`src/hw/sign_skip_pkg.sv`:
```
// Purpose: Shared types and constants for the sign and skip executor
// Assumes: One core clock, synchronous active-high reset
// Notes: Opcode byte layout is local to this core
`default_nettype none
package sign_skip_pkg;
	localparam int ACC_W = 24;
	localparam int PC_W = 16;
	localparam int BYTE_W = 8;
	localparam int BIT_POS_W = 5;
	localparam int COUNT_W = 2;
	localparam logic [ACC_W-1:0] SIGN_PLUS = 24'h000001;
	localparam logic [ACC_W-1:0] SIGN_MINUS = 24'hffffff;
	localparam logic [PC_W-1:0] SIGN_BYTES = 16'h0002;
	localparam logic [PC_W-1:0] SKIP_BYTES = 16'h0001;
	// Length field of any opcode byte: bits 7..6 hold length minus one
	localparam int LEN_FIELD_LSB = 6;
	localparam int LEN_FIELD_W = 2;
	localparam logic [PC_W-1:0] RESET_PC = 16'h0000;
	localparam logic [COUNT_W-1:0] COUNT_RESET = 2'h0;

	typedef enum logic [2:0] {
		OP_SIGN = 3'h0,
		OP_SKIP = 3'h1,
		OP_SKIP_IF_BIT_CLEAR = 3'h2,
		OP_SKIP_IF_BIT_SET = 3'h3,
		OP_SKIP_IF_CARRY_CLEAR = 3'h4,
		OP_SKIP_IF_CARRY_SET = 3'h5,
		OP_SKIP_IF_ZERO_RESULT = 3'h6,
		OP_SKIP_IF_NONZERO_RESULT = 3'h7
	} op_e;

	typedef enum logic [1:0] {
		ACC_X = 2'h0,
		ACC_Y = 2'h1,
		ACC_Z = 2'h2,
		ACC_R = 2'h3
	} acc_sel_e;

	typedef enum logic [2:0] {
		ST_IDLE = 3'h0,
		ST_SIGN = 3'h1,
		ST_WAIT = 3'h2,
		ST_LEN = 3'h3
	} state_e;

	typedef struct packed {
		op_e op;
		acc_sel_e accumulator_select;
		logic [BIT_POS_W-1:0] bit_pos;
		logic [COUNT_W-1:0] count;
		logic [PC_W-1:0] pc;
	} instr_s;

	typedef struct packed {
		logic carry;
		logic overflow;
		logic sign;
		logic nonzero;
	} flags_s;

	typedef logic [3:0][ACC_W-1:0] acc_bank_t;

	typedef struct packed {
		logic we;
		acc_sel_e sel;
		logic [ACC_W-1:0] data;
	} acc_write_s;

	typedef struct packed {
		logic we;
		logic sign;
		logic nonzero;
	} flag_write_s;
endpackage
`default_nettype wire

```
`src/hw/instr_length.sv`:
```
// Purpose: Byte length of an instruction from its first byte
// Assumes: Length field sits in the top bits of every opcode byte
// Notes: Purely combinational
`default_nettype none
module instr_length (
	input wire logic [sign_skip_pkg::BYTE_W-1:0] first_byte_in,
	output logic [sign_skip_pkg::PC_W-1:0] length_out
);
	logic [sign_skip_pkg::LEN_FIELD_W-1:0] field;

	always_comb begin
		field = first_byte_in[sign_skip_pkg::LEN_FIELD_LSB +: sign_skip_pkg::LEN_FIELD_W];
		length_out = sign_skip_pkg::PC_W'({14'h0000, field}) + 16'h0001;
	end
endmodule // instr_length
`default_nettype wire

```
`src/hw/sign_unit.sv`:
```
// Purpose: Registered two's-complement sign of a 24-bit operand
// Assumes: load_in is a one-cycle pulse
// Notes: Result holds until the next load
`default_nettype none
module sign_unit (
	input wire logic clk_in,
	input wire logic rst_in,
	input wire logic load_in,
	input wire logic [sign_skip_pkg::ACC_W-1:0] operand_in,
	output logic [sign_skip_pkg::ACC_W-1:0] result_out,
	output logic negative_out
);
	logic [sign_skip_pkg::ACC_W-1:0] next_result;
	logic next_negative;

	always_comb begin
		next_result = result_out;
		next_negative = negative_out;
		if (load_in) begin
			next_negative = operand_in[sign_skip_pkg::ACC_W-1];
			next_result = next_negative ? sign_skip_pkg::SIGN_MINUS : sign_skip_pkg::SIGN_PLUS;
		end
	end

	always_ff @(posedge clk_in) begin
		if (rst_in) begin
			result_out <= sign_skip_pkg::SIGN_PLUS;
			negative_out <= 1'b0;
		end else begin
			result_out <= next_result;
			negative_out <= next_negative;
		end
	end
endmodule // sign_unit
`default_nettype wire

```
`src/hw/sign_skip_exec.sv`:
```
// Purpose: Executes the sign instruction and the skip family
// Assumes: Program memory answers one cycle after a read strobe
// Notes: Issue while busy is ignored
// What this block does
// - Sign writes 0x000001 for non-negative accumulator, 0xFFFFFF for negative.
// - A zero operand counts as positive, giving plus one.
// - Sign is two's complement, any accumulator, 2 bytes, 2 cycles, flags S and Z.
// - Plain skip advances PC over the next 1 to 3 instructions, per count; a count of zero skips none.
// - Skips are one byte, take one cycle plus two per skipped instruction, keep flags.
// - Bit-clear skip skips when selected accumulator bit is zero.
// - Bit-set skip skips when selected accumulator bit is one.
// - Carry-clear skip skips only when carry is zero.
// - Carry-set skip skips only when carry is one.
// - Zero skip skips when the non-zero flag is zero.
// - Non-zero skip skips when the non-zero flag is one.
`default_nettype none
module sign_skip_exec (
	input wire logic clk_in,
	input wire logic rst_in,
	input wire logic issue_in,
	input wire sign_skip_pkg::instr_s instr_in,
	input wire sign_skip_pkg::acc_bank_t acc_in,
	input wire sign_skip_pkg::flags_s flags_in,
	input wire logic [sign_skip_pkg::BYTE_W-1:0] mem_data_in,
	output logic busy_out,
	output logic done_out,
	output logic [sign_skip_pkg::PC_W-1:0] next_pc_out,
	output logic mem_rd_out,
	output logic [sign_skip_pkg::PC_W-1:0] mem_addr_out,
	output sign_skip_pkg::acc_write_s acc_write_out,
	output sign_skip_pkg::flag_write_s flag_write_out
);
	sign_skip_pkg::state_e state;
	sign_skip_pkg::state_e next_state;
	sign_skip_pkg::instr_s held;
	sign_skip_pkg::instr_s next_held;
	logic [sign_skip_pkg::COUNT_W-1:0] remaining;
	logic [sign_skip_pkg::COUNT_W-1:0] next_remaining;
	logic next_done;
	logic [sign_skip_pkg::PC_W-1:0] next_next_pc;
	logic next_mem_rd;
	logic [sign_skip_pkg::PC_W-1:0] next_mem_addr;
	sign_skip_pkg::acc_write_s next_acc_write;
	sign_skip_pkg::flag_write_s next_flag_write;

	logic accept;
	logic sign_load;
	logic [sign_skip_pkg::ACC_W-1:0] operand;
	logic [sign_skip_pkg::ACC_W-1:0] sign_result;
	logic sign_negative;
	logic selected_bit;
	logic skip_taken;
	logic [sign_skip_pkg::PC_W-1:0] skipped_len;
	logic bit_in_range;
	logic [3:0] acc_bit;

	assign busy_out = (state != sign_skip_pkg::ST_IDLE);
	assign accept = issue_in && (state == sign_skip_pkg::ST_IDLE);

	// Positions past the top bit read as zero, never unknown
	assign bit_in_range = (instr_in.bit_pos < sign_skip_pkg::BIT_POS_W'(sign_skip_pkg::ACC_W));

	// Selected bit of every accumulator
	for (genvar g = 0; g < 4; g++) begin : g_acc
		assign acc_bit[g] = bit_in_range && acc_in[g][instr_in.bit_pos];
	end

	// Operand and bit pick from the addressed accumulator
	always_comb begin
		operand = acc_in[instr_in.accumulator_select];
		selected_bit = acc_bit[instr_in.accumulator_select];
		sign_load = accept && (instr_in.op == sign_skip_pkg::OP_SIGN);
	end

	sign_unit u_sign (
		.clk_in(clk_in),
		.rst_in(rst_in),
		.load_in(sign_load),
		.operand_in(operand),
		.result_out(sign_result),
		.negative_out(sign_negative)
	);

	instr_length u_len (
		.first_byte_in(mem_data_in),
		.length_out(skipped_len)
	);

	// Skip condition per opcode
	always_comb begin
		skip_taken = 1'b0;
		unique case (instr_in.op)
			sign_skip_pkg::OP_SIGN: begin
				skip_taken = 1'b0;
			end
			sign_skip_pkg::OP_SKIP: begin
				skip_taken = 1'b1;
			end
			sign_skip_pkg::OP_SKIP_IF_BIT_CLEAR: begin
				skip_taken = !selected_bit;
			end
			sign_skip_pkg::OP_SKIP_IF_BIT_SET: begin
				skip_taken = selected_bit;
			end
			sign_skip_pkg::OP_SKIP_IF_CARRY_CLEAR: begin
				skip_taken = !flags_in.carry;
			end
			sign_skip_pkg::OP_SKIP_IF_CARRY_SET: begin
				skip_taken = flags_in.carry;
			end
			sign_skip_pkg::OP_SKIP_IF_ZERO_RESULT: begin
				skip_taken = !flags_in.nonzero;
			end
			sign_skip_pkg::OP_SKIP_IF_NONZERO_RESULT: begin
				skip_taken = flags_in.nonzero;
			end
		endcase
		// Count of zero would skip nothing
		if (instr_in.count == sign_skip_pkg::COUNT_RESET) begin
			skip_taken = 1'b0;
		end
	end

	// Sequencer next state and outputs
	always_comb begin
		next_state = state;
		next_held = held;
		next_remaining = remaining;
		next_done = 1'b0;
		next_next_pc = next_pc_out;
		next_mem_rd = 1'b0;
		next_mem_addr = mem_addr_out;
		next_acc_write = acc_write_out;
		next_acc_write.we = 1'b0;
		next_flag_write = flag_write_out;
		next_flag_write.we = 1'b0;
		unique case (state)
			sign_skip_pkg::ST_IDLE: begin
				if (accept) begin
					next_held = instr_in;
					if (instr_in.op == sign_skip_pkg::OP_SIGN) begin
						next_state = sign_skip_pkg::ST_SIGN;
					end else if (skip_taken) begin
						next_remaining = instr_in.count;
						next_mem_rd = 1'b1;
						next_mem_addr = instr_in.pc + sign_skip_pkg::SKIP_BYTES;
						next_state = sign_skip_pkg::ST_WAIT;
					end else begin
						// one byte, one cycle, flags kept
						next_done = 1'b1;
						next_next_pc = instr_in.pc + sign_skip_pkg::SKIP_BYTES;
					end
				end
			end
			sign_skip_pkg::ST_SIGN: begin
				// two bytes, sign and zero flags only
				next_acc_write.we = 1'b1;
				next_acc_write.sel = held.accumulator_select;
				next_acc_write.data = sign_result;
				next_flag_write.we = 1'b1;
				next_flag_write.sign = sign_negative;
				next_flag_write.nonzero = 1'b1;
				next_done = 1'b1;
				next_next_pc = held.pc + sign_skip_pkg::SIGN_BYTES;
				next_state = sign_skip_pkg::ST_IDLE;
			end
			sign_skip_pkg::ST_WAIT: begin
				next_state = sign_skip_pkg::ST_LEN;
			end
			sign_skip_pkg::ST_LEN: begin
				next_mem_addr = mem_addr_out + skipped_len;
				next_remaining = remaining - 2'h1;
				if (remaining == 2'h1) begin
					next_done = 1'b1;
					next_next_pc = mem_addr_out + skipped_len;
					next_state = sign_skip_pkg::ST_IDLE;
				end else begin
					next_mem_rd = 1'b1;
					next_state = sign_skip_pkg::ST_WAIT;
				end
			end
			default: begin
				next_state = sign_skip_pkg::ST_IDLE;
			end
		endcase
	end

	always_ff @(posedge clk_in) begin
		if (rst_in) begin
			state <= sign_skip_pkg::ST_IDLE;
			held <= '0;
			remaining <= sign_skip_pkg::COUNT_RESET;
			done_out <= 1'b0;
			next_pc_out <= sign_skip_pkg::RESET_PC;
			mem_rd_out <= 1'b0;
			mem_addr_out <= sign_skip_pkg::RESET_PC;
			acc_write_out <= '0;
			flag_write_out <= '0;
		end else begin
			state <= next_state;
			held <= next_held;
			remaining <= next_remaining;
			done_out <= next_done;
			next_pc_out <= next_next_pc;
			mem_rd_out <= next_mem_rd;
			mem_addr_out <= next_mem_addr;
			acc_write_out <= next_acc_write;
			flag_write_out <= next_flag_write;
		end
	end
endmodule // sign_skip_exec
`default_nettype wire

```
`config.mk`:
```
export PLATFORM = sky130hd
export DESIGN_NAME = sign_skip_exec
export DESIGN_NICKNAME = d
export VERILOG_FILES = /design/src/hw/sign_skip_pkg.sv /design/src/hw/instr_length.sv /design/src/hw/sign_unit.sv /design/src/hw/sign_skip_exec.sv
export SDC_FILE = /design/constraint.sdc
export NUM_CORES = 1
export LEC_CHECK = 0
export BUFFER_PORTS_ARGS = -buffer_cell sky130_fd_sc_hd__buf_2
export CAP_MARGIN = 20
export CORE_ASPECT_RATIO = 0.9
export CORE_MARGIN = 3
export CORE_UTILIZATION = 38
export CTS_BUF_LIST = sky130_fd_sc_hd__clkbuf_8
export CTS_CLUSTER_DIAMETER = 60
export DETAILED_ROUTE_END_ITERATION = 6
export PLACE_DENSITY = 0.64
export SLEW_MARGIN = 25
export SYNTH_ARGS = -nofsm -noshare
export SYNTH_HDL_FRONTEND = slang
export SYNTH_SLANG_ARGS = --single-unit
```
`constraint.sdc`:
```
create_clock -name clk_in -period 4.55 [get_ports clk_in]
set_input_delay 0.91 -clock clk_in [delete_from_list [all_inputs] [get_ports clk_in]]
set_output_delay 0.91 -clock clk_in [all_outputs]
set_load 0.03 [all_outputs]
```
==> results.py, run 1 <==
metrics = {
    "finish": {
        "final_cells": 922,
        "relative_area_change_from_synthesis_to_final_layout_pct": 24.2,
        "design_area_um2": 5940,
        "fin_util": 0.488,
        "post_route_cells_drive_above_1_share": 0.328,
        "antenna_cells_inserted": 0,
        "mostFrequentLayoutCells": "sky130_fd_sc_hd__buf_2, sky130_fd_sc_hd__nand2_1, sky130_fd_sc_hd__a21oi_1",
        "n_fill_cell": 1223,
        "design.final.nets": 909,
        "most_common_library_cell_in_the_layout_ignoring_fill_and_taps": "sky130_fd_sc_hd__buf_2",
    },
    "timing": {
        "final.min_clock_period_ns": 3.88,
        "worst_pin_slew_ns": 0.709,
        "rsz0062_at_grt": "no",
        "finalHoldWorstSlack_ns": 0.456,
        "final-hold-violation-count": 0,
        "skew_ns": 0.0107,
        "max_slew_margin": 0.527,
        "max_freq_ghz": 0.258,
        "timing_max_transition_violations_final": 0,
        "post-route-worst-setup-slack_ns": 0.671,
        "final-setup-viol-count": 0,
        "min_period_over_period": 0.853,
        "fin_setup_tns_ns": 0,
    },
    "floorplan": {
        "fp.coreArea_um2": 12200,
        "initial_core_util": 0.393,
        "chipWidth_um": 124,
        "dieArea_um2": 14000,
        "die_y_um": 112,
        "placementRows": 38,
        "boundaryPins": 204,
    },
    "route": {
        "detail_route.wirelength_um": 14700,
        "remaining_number_of_nets_flagged_by_the_antenna_check_after_routing": 0,
        "iteration_0_drc_markers": 355,
        "drc": 0,
        "avgViaCountPerCell": 5.25,
        "firstDrtPassIters": 5,
        "routed-via-count": 4844,
        "avgRoutedWirePerCell_um": 16.0,
    },
    "setup_path": {
        "worst_setup_path_end_kind": "flop",
        "timing_worst_setup_path_type": "input pin to flop",
        "critical_path_arrival_ns": 4.16,
        "highest_fanout_seen_on_the_critical_path": 14,
        "cp_cell_sequence": "buf_2 -> mux4_1 -> mux2i_1 -> mux4_1 -> nor3b_1 -> or4_4 -> a2111oi_4 -> buf_4 -> nor2_1 -> a21oi_1 -> o221a_1",
        "critPathBufInv": 2,
        "crit_family": "compound AO/OA/AOI/OAI gates",
        "worst-r2r-cell-count": 9,
        "worst_path_largest_cell_delay_ns": 0.61,
        "critPathLaunchType": "input pin",
        "crit_required_ns": 4.83,
        "reg2reg_setup_slack_ns": 1.67,
        "cpMostUsedCell": "sky130_fd_sc_hd__mux4_1",
        "critPathSlowestCell": "sky130_fd_sc_hd__mux4_1",
        "rr_startpoint": "state[0]$_SDFFE_PP0P_",
        "rr_endpoint": "mem_addr_out[12]$_SDFFE_PP0P_",
    },
    "logic_synthesis": {
        "yosys_register_bits": 62,
        "ys_top_cells_by_area": "sky130_fd_sc_hd__dfxtp_1, sky130_fd_sc_hd__mux2i_1, sky130_fd_sc_hd__a21oi_1, sky130_fd_sc_hd__nand2_1, sky130_fd_sc_hd__xnor2_1",
        "area_share_of_the_largest_cell_type_after_synthesis": 0.260,
        "yosys_warnings": 0,
        "synth_nets": 749,
        "yosysUniqueCellTypes": 53,
        "synth-main-ff-cell": "sky130_fd_sc_hd__dfxtp_1",
        "synthesis.area_um2": 4780,
        "synth_cells": 598,
        "async_flop_share": 0,
        "syn-mean-instance-area_um2": 8.00,
        "synthDominantAreaCellType": "sky130_fd_sc_hd__dfxtp_1",
        "count_of_flip_flops_with_a_built_in_enable_after_synthesis": 0,
        "seq_area_frac_synth": 0.260,
    },
    "clock_tree": {
        "cts_buffers": 9,
        "cts_setup_buffers": 0,
        "worst_case_clock_buffer_depth": 2,
        "tritoncts": "done",
        "postCtsResizedCells": 0,
        "cts_sink_cnt": 62,
        "cts_hold_buffers": 0,
        "clock_tree.root_cell": "sky130_fd_sc_hd__clkbuf_8",
        "htree_num_levels": 3,
        "clk_transition_reported_paths_ns": 0.07,
        "worst_skew_pair.late_latency_ns": 0.34,
    },
    "placement": {
        "dp_worst_setup_slack_ns": 0.298,
        "placed_area_um2": 5750,
        "port_buffers": 195,
        "place_inst": 907,
        "detailed_place_hpwl_um": 11700,
        "gp_routability_congestion": 0.834,
    },
    "global_routing": {
        "first_global_vias": 4924,
        "grt_first_pass_wirelength_um": 24100,
        "grt.total_usage": 0.209,
        "gr-total-overflow": 0,
        "grt_start_max_net_pins": 49,
        "grt_antenna_before_repair": 0,
    },
    "power": {
        "power-per-cell-area_nw_per_um2": 388,
        "worst_ir_drop_vdd_v": 0.000181,
        "total_leakage_power_nw": 2.73,
        "power.total_mw": 2.31,
    },
    "worst_hold_path": {
        "holdCritPathClass": "flop to flop",
        "min_delay_path_depth": 2,
        "whs_endpoint": "held[23]$_SDFFE_PP0P_",
        "min_from": "held[23]$_SDFFE_PP0P_",
    },
    "run_status": {
        "status": "complete, no violations",
    },
    "run": {
        "max_cap_viol_count": 0,
    },
}
-- worst max path at each step --
stage	slack, ns	to	startpoint	depth (start not counted)
6_report	0.67	next_pc_out[2]$_SDFFE_PP0P_	instr_in[18]	11
5_1_grt	0.47	next_pc_out[2]$_SDFFE_PP0P_	instr_in[18]	11
4_1_cts	0.64	next_pc_out[2]$_SDFFE_PP0P_	instr_in[18]	11
3_5_place_dp	0.30	next_pc_out[2]$_SDFFE_PP0P_	instr_in[18]	11
3_3_place_gp	0.19	mem_addr_out[14]$_SDFFE_PP0P_	instr_in[18]	12
2_1_floorplan	0.78	next_pc_out[0]$_SDFFE_PP0P_	instr_in[18]	12
-- Yosys cell counts (all sizes together) (10+ instances only) --
library cell,instances
mux4,10
nor3,16
clkbuf,22
nor2,43
xor2,18
dfxtp,62
a21oi,65
nand2,85
o21ai,19
xnor2,23
buf,39
a311oi,11
a211oi,13
mux2i,43
ha,11
nor2b,14
inv,19
nand3,21
-- sequential cells by signal (all words and copies together), names as in the netlist --
register / cells
next_pc_out: 16
acc_write_out: 5
mem_rd_out: 1
state: 2
held: 18
mem_addr_out: 16
done_out: 1
u_sign.result_out: 1
remaining: 2
-- per-layer routing --
layer / part of all wire / GRT usage
met5: 0 / 0
met2: 0.48 / 0.352
met4: 0.014 / 0.0533
met1: 0.44 / 0.269
met3: 0.065 / 0.0533
-- report_power, final --
| part | switching (mW) | internal (mW) |
|---|---|---|
| Clock | 0.214 | 0.261 |
| Sequential | 0.0904 | 0.668 |
| Combinational | 0.678 | 0.395 |
-- final cells by class --
| cell class | count | area (um2) | area share |
|---|---|---|---|
| flip-flops and latches | 62 | 1240 | 0.209 |
| multi-input cells | 456 | 3130 | 0.527 |
| well taps | 160 | 200 | 0.0337 |
| clock buffers | 10 | 138 | 0.0232 |
| inverters | 19 | 71.3 | 0.0120 |
| repair buffers | 210 | 1110 | 0.187 |
| clock inverters | 5 | 51.3 | 0.00864 |
-- worst min-delay path, cell delays in order, from the launching register on --
cell and delay (ns):
sky130_fd_sc_hd__dfxtp_1 0.31, sky130_fd_sc_hd__nand2_1 0.05, sky130_fd_sc_hd__a21oi_1 0.05
-- kinds of logic after synthesis --
logic type,Yosys count,share of synthesized area
DFF,62,0.260
muxes,55,0.143
AOI/OAI and AO/OA,139,0.200
adders and majority gates,12,0.0330
buffers and inverters,80,0.0884
and+or+nand+nor,209,0.200
xor gates and xnor gates,41,0.0751
Note: power is estimated with default switching activity, not from simulation.
==> inputs of run 2 (changes only) <==
--- a/config.mk
+++ b/config.mk
@@ -14,6 +14,7 @@
 export CTS_CLUSTER_DIAMETER = 60
 export DETAILED_ROUTE_END_ITERATION = 6
 export PLACE_DENSITY = 0.64
+export REMOVE_ABC_BUFFERS = 1
 export SLEW_MARGIN = 25
 export SYNTH_ARGS = -nofsm -noshare
 export SYNTH_HDL_FRONTEND = slang
==> run 2 against run 1 <==
Global-route usage is 1.1 points lower; first-iteration DRC count down 39%; non-clock buffer count decreased by 4; power is 2.3% lower; combinational power about the same; critical endpoint is now next_pc_out[1]$_SDFFE_PP0P_; highest routed layer unchanged.
==> results.py, run 2 (synthesis gave the netlist of run 1 again) <==
metrics = {
    "finish": {
        "post_route_cells_drive_above_1_share": 0.324,
        "design.final.nets": 905,
        "largest_reg_flops": 18,
        "antenna_cells_inserted": 0,
        "top_register": "held",
        "relative_area_change_from_synthesis_to_final_layout_pct": 22.8,
        "layout_top_registers": "held x18, mem_addr_out x16, next_pc_out x16",
        "mostFrequentLayoutCells": "sky130_fd_sc_hd__buf_2, sky130_fd_sc_hd__nand2_1, sky130_fd_sc_hd__a21oi_1",
        "final_cells": 917,
        "most_common_library_cell_in_the_layout_ignoring_fill_and_taps": "sky130_fd_sc_hd__buf_2",
    },
    "setup_path": {
        "critPathSlowestCell": "sky130_fd_sc_hd__mux4_1",
        "highest_fanout_seen_on_the_critical_path": 14,
        "critPathBufInv": 1,
        "worst_setup_path_end_kind": "flop",
        "timing_worst_setup_path_type": "input pin to flop",
        "critical_path_arrival_ns": 4.25,
        "cp_cell_sequence": "buf_2 -> mux4_1 -> mux2i_1 -> mux4_1 -> nor3b_1 -> or4_4 -> a2111oi_4 -> nor2_1 -> a21oi_1 -> o221a_1",
        "crit_required_ns": 4.83,
        "worst_path_largest_cell_delay_ns": 0.60,
        "cpMostUsedCell": "sky130_fd_sc_hd__mux4_1",
        "critPathLaunchType": "input pin",
        "crit_family": "compound AO/OA/AOI/OAI gates",
    },
    "route": {
        "firstDrtPassIters": 4,
        "wire_length_on_met3_um": 841,
        "avgRoutedWirePerCell_um": 15.6,
        "drc": 0,
        "routed-via-count": 4797,
        "met2_length_um": 7260,
        "iteration_0_drc_markers": 218,
        "route.top_layer_used": "met4",
        "m1WireLength_um": 5960,
        "remaining_number_of_nets_flagged_by_the_antenna_check_after_routing": 0,
        "avgViaCountPerCell": 5.23,
        "detail_route.wirelength_um": 14300,
    },
    "floorplan": {
        "initial_core_util": 0.393,
        "die_y_um": 112,
        "fp.coreArea_um2": 12200,
        "placementRows": 38,
        "boundaryPins": 204,
        "chipWidth_um": 124,
        "dieArea_um2": 14000,
    },
    "clock_tree": {
        "clk_transition_reported_paths_ns": 0.07,
        "cts_buffers": 9,
        "cts_setup_buffers": 0,
        "clock_tree.root_cell": "sky130_fd_sc_hd__clkbuf_8",
        "worst_skew_pair.late_latency_ns": 0.34,
        "worst_case_clock_buffer_depth": 2,
        "postCtsResizedCells": 0,
        "cts_hold_buffers": 0,
        "tritoncts": "done",
        "cts_sink_cnt": 62,
        "htree_num_levels": 3,
    },
    "timing": {
        "min_period_over_period": 0.871,
        "final.min_clock_period_ns": 3.96,
        "rsz0062_at_grt": "no",
        "max_slew_margin": 0.524,
        "fin_setup_tns_ns": 0,
        "worst_pin_slew_ns": 0.713,
        "final-setup-viol-count": 0,
        "skew_ns": 0.0137,
        "timing_max_transition_violations_final": 0,
        "final-hold-violation-count": 0,
        "max_freq_ghz": 0.252,
    },
    "run": {
        "max_cap_viol_count": 0,
    },
    "power": {
        "p_sw_frac": 0.428,
        "sequentialPowerShare": 0.337,
        "netSwitchingPower_uw": 964,
        "share_clk_of_total_power": 0.195,
        "combinational_share_of_power": 0.467,
        "total_leakage_power_nw": 2.70,
        "worst_ir_drop_vdd_v": 0.000154,
        "power-per-cell-area_nw_per_um2": 383,
        "total_internal_power_mw": 1.29,
    },
    "global_routing": {
        "grt_start_max_net_pins": 50,
        "grt_first_pass_wirelength_um": 23000,
        "first_global_vias": 4791,
        "grt_antenna_before_repair": 0,
        "grt.total_usage": 0.198,
        "gr-total-overflow": 0,
    },
    "placement": {
        "port_buffers": 195,
        "detailed_place_hpwl_um": 11400,
        "place_inst": 903,
        "gp_routability_congestion": 0.925,
    },
    "run_status": {
        "status": "complete, no violations",
    },
    "worst_hold_path": {
        "holdCritPathClass": "flop to flop",
    },
}
-- run 2: per-layer routing --
layer  global-route usage  up-vias
met5                    0        -
met4               0.0614        0
met3               0.0362       20
met2                0.370      162
met1                0.230     2206
li1                     -     2409
-- run 2: power groups by stage --
stage	Combinational, mW	Sequential, mW	Clock [mW]
after floorplan	0.520	0.940	0
after global placement	1.04	0.765	0
after detailed placement	1.06	0.772	0
after CTS	1.06	0.760	0.450
after global routing	1.14	0.778	0.472
final	1.05	0.760	0.440
-- run 2: worst register-to-register path, stage by stage (launching register included) --
cell and delay (ns):
sky130_fd_sc_hd__dfxtp_1 0.36, sky130_fd_sc_hd__inv_1 0.10, sky130_fd_sc_hd__ha_1 0.27, sky130_fd_sc_hd__nand2_1 0.54, sky130_fd_sc_hd__nor2_1 0.19, sky130_fd_sc_hd__a221oi_4 0.27, sky130_fd_sc_hd__buf_4 0.38, sky130_fd_sc_hd__a21oi_1 0.09
sky130_fd_sc_hd__o32ai_1 0.28
-- run 2: final cells by class --
cell class | instances | area, um2
inverters | 19 | 71.3
fillers | 1234 | 6300
repair buffers | 206 | 1060
well taps | 160 | 200
flip-flops and latches | 62 | 1240
clock buffers | 12 | 165
multi-input cells | 456 | 3130
clock inverters | 2 | 8.76
-- run 2: per-stage QoR --
step / setup WS, ns / total power [mW] / cell area (um2) / util / hold slack, ns
final: 0.585 / 2.25 / 5870 / 0.483 / 0.457
after global routing: 0.400 / 2.39 / 5870 / 0.483 / 0.480
after detailed placement: 0.266 / 1.83 / 5700 / 0.468 / 0.450
after global placement: 0.324 / 1.80 / 5700 / 0.468 / 0.441
after floorplan: -1.28 / 1.46 / 4430 / - / 0.430
after CTS: 0.605 / 2.27 / 5870 / 0.483 / 0.460
-- run 2: worst paths after layout --
kind | start | endpoint | slack [ns] | cells past startpoint
hold reg to reg | held[24]$_SDFFE_PP0P_ | held[24]$_SDFFE_PP0P_ | 0.46 | 2
setup reg to reg | state[0]$_SDFFE_PP0P_ | mem_addr_out[4]$_SDFFE_PP0P_ | 1.97 | 8
hold / removal | held[24]$_SDFFE_PP0P_ | held[24]$_SDFFE_PP0P_ | 0.46 | 2
setup / recovery | instr_in[18] | next_pc_out[1]$_SDFFE_PP0P_ | 0.59 | 10
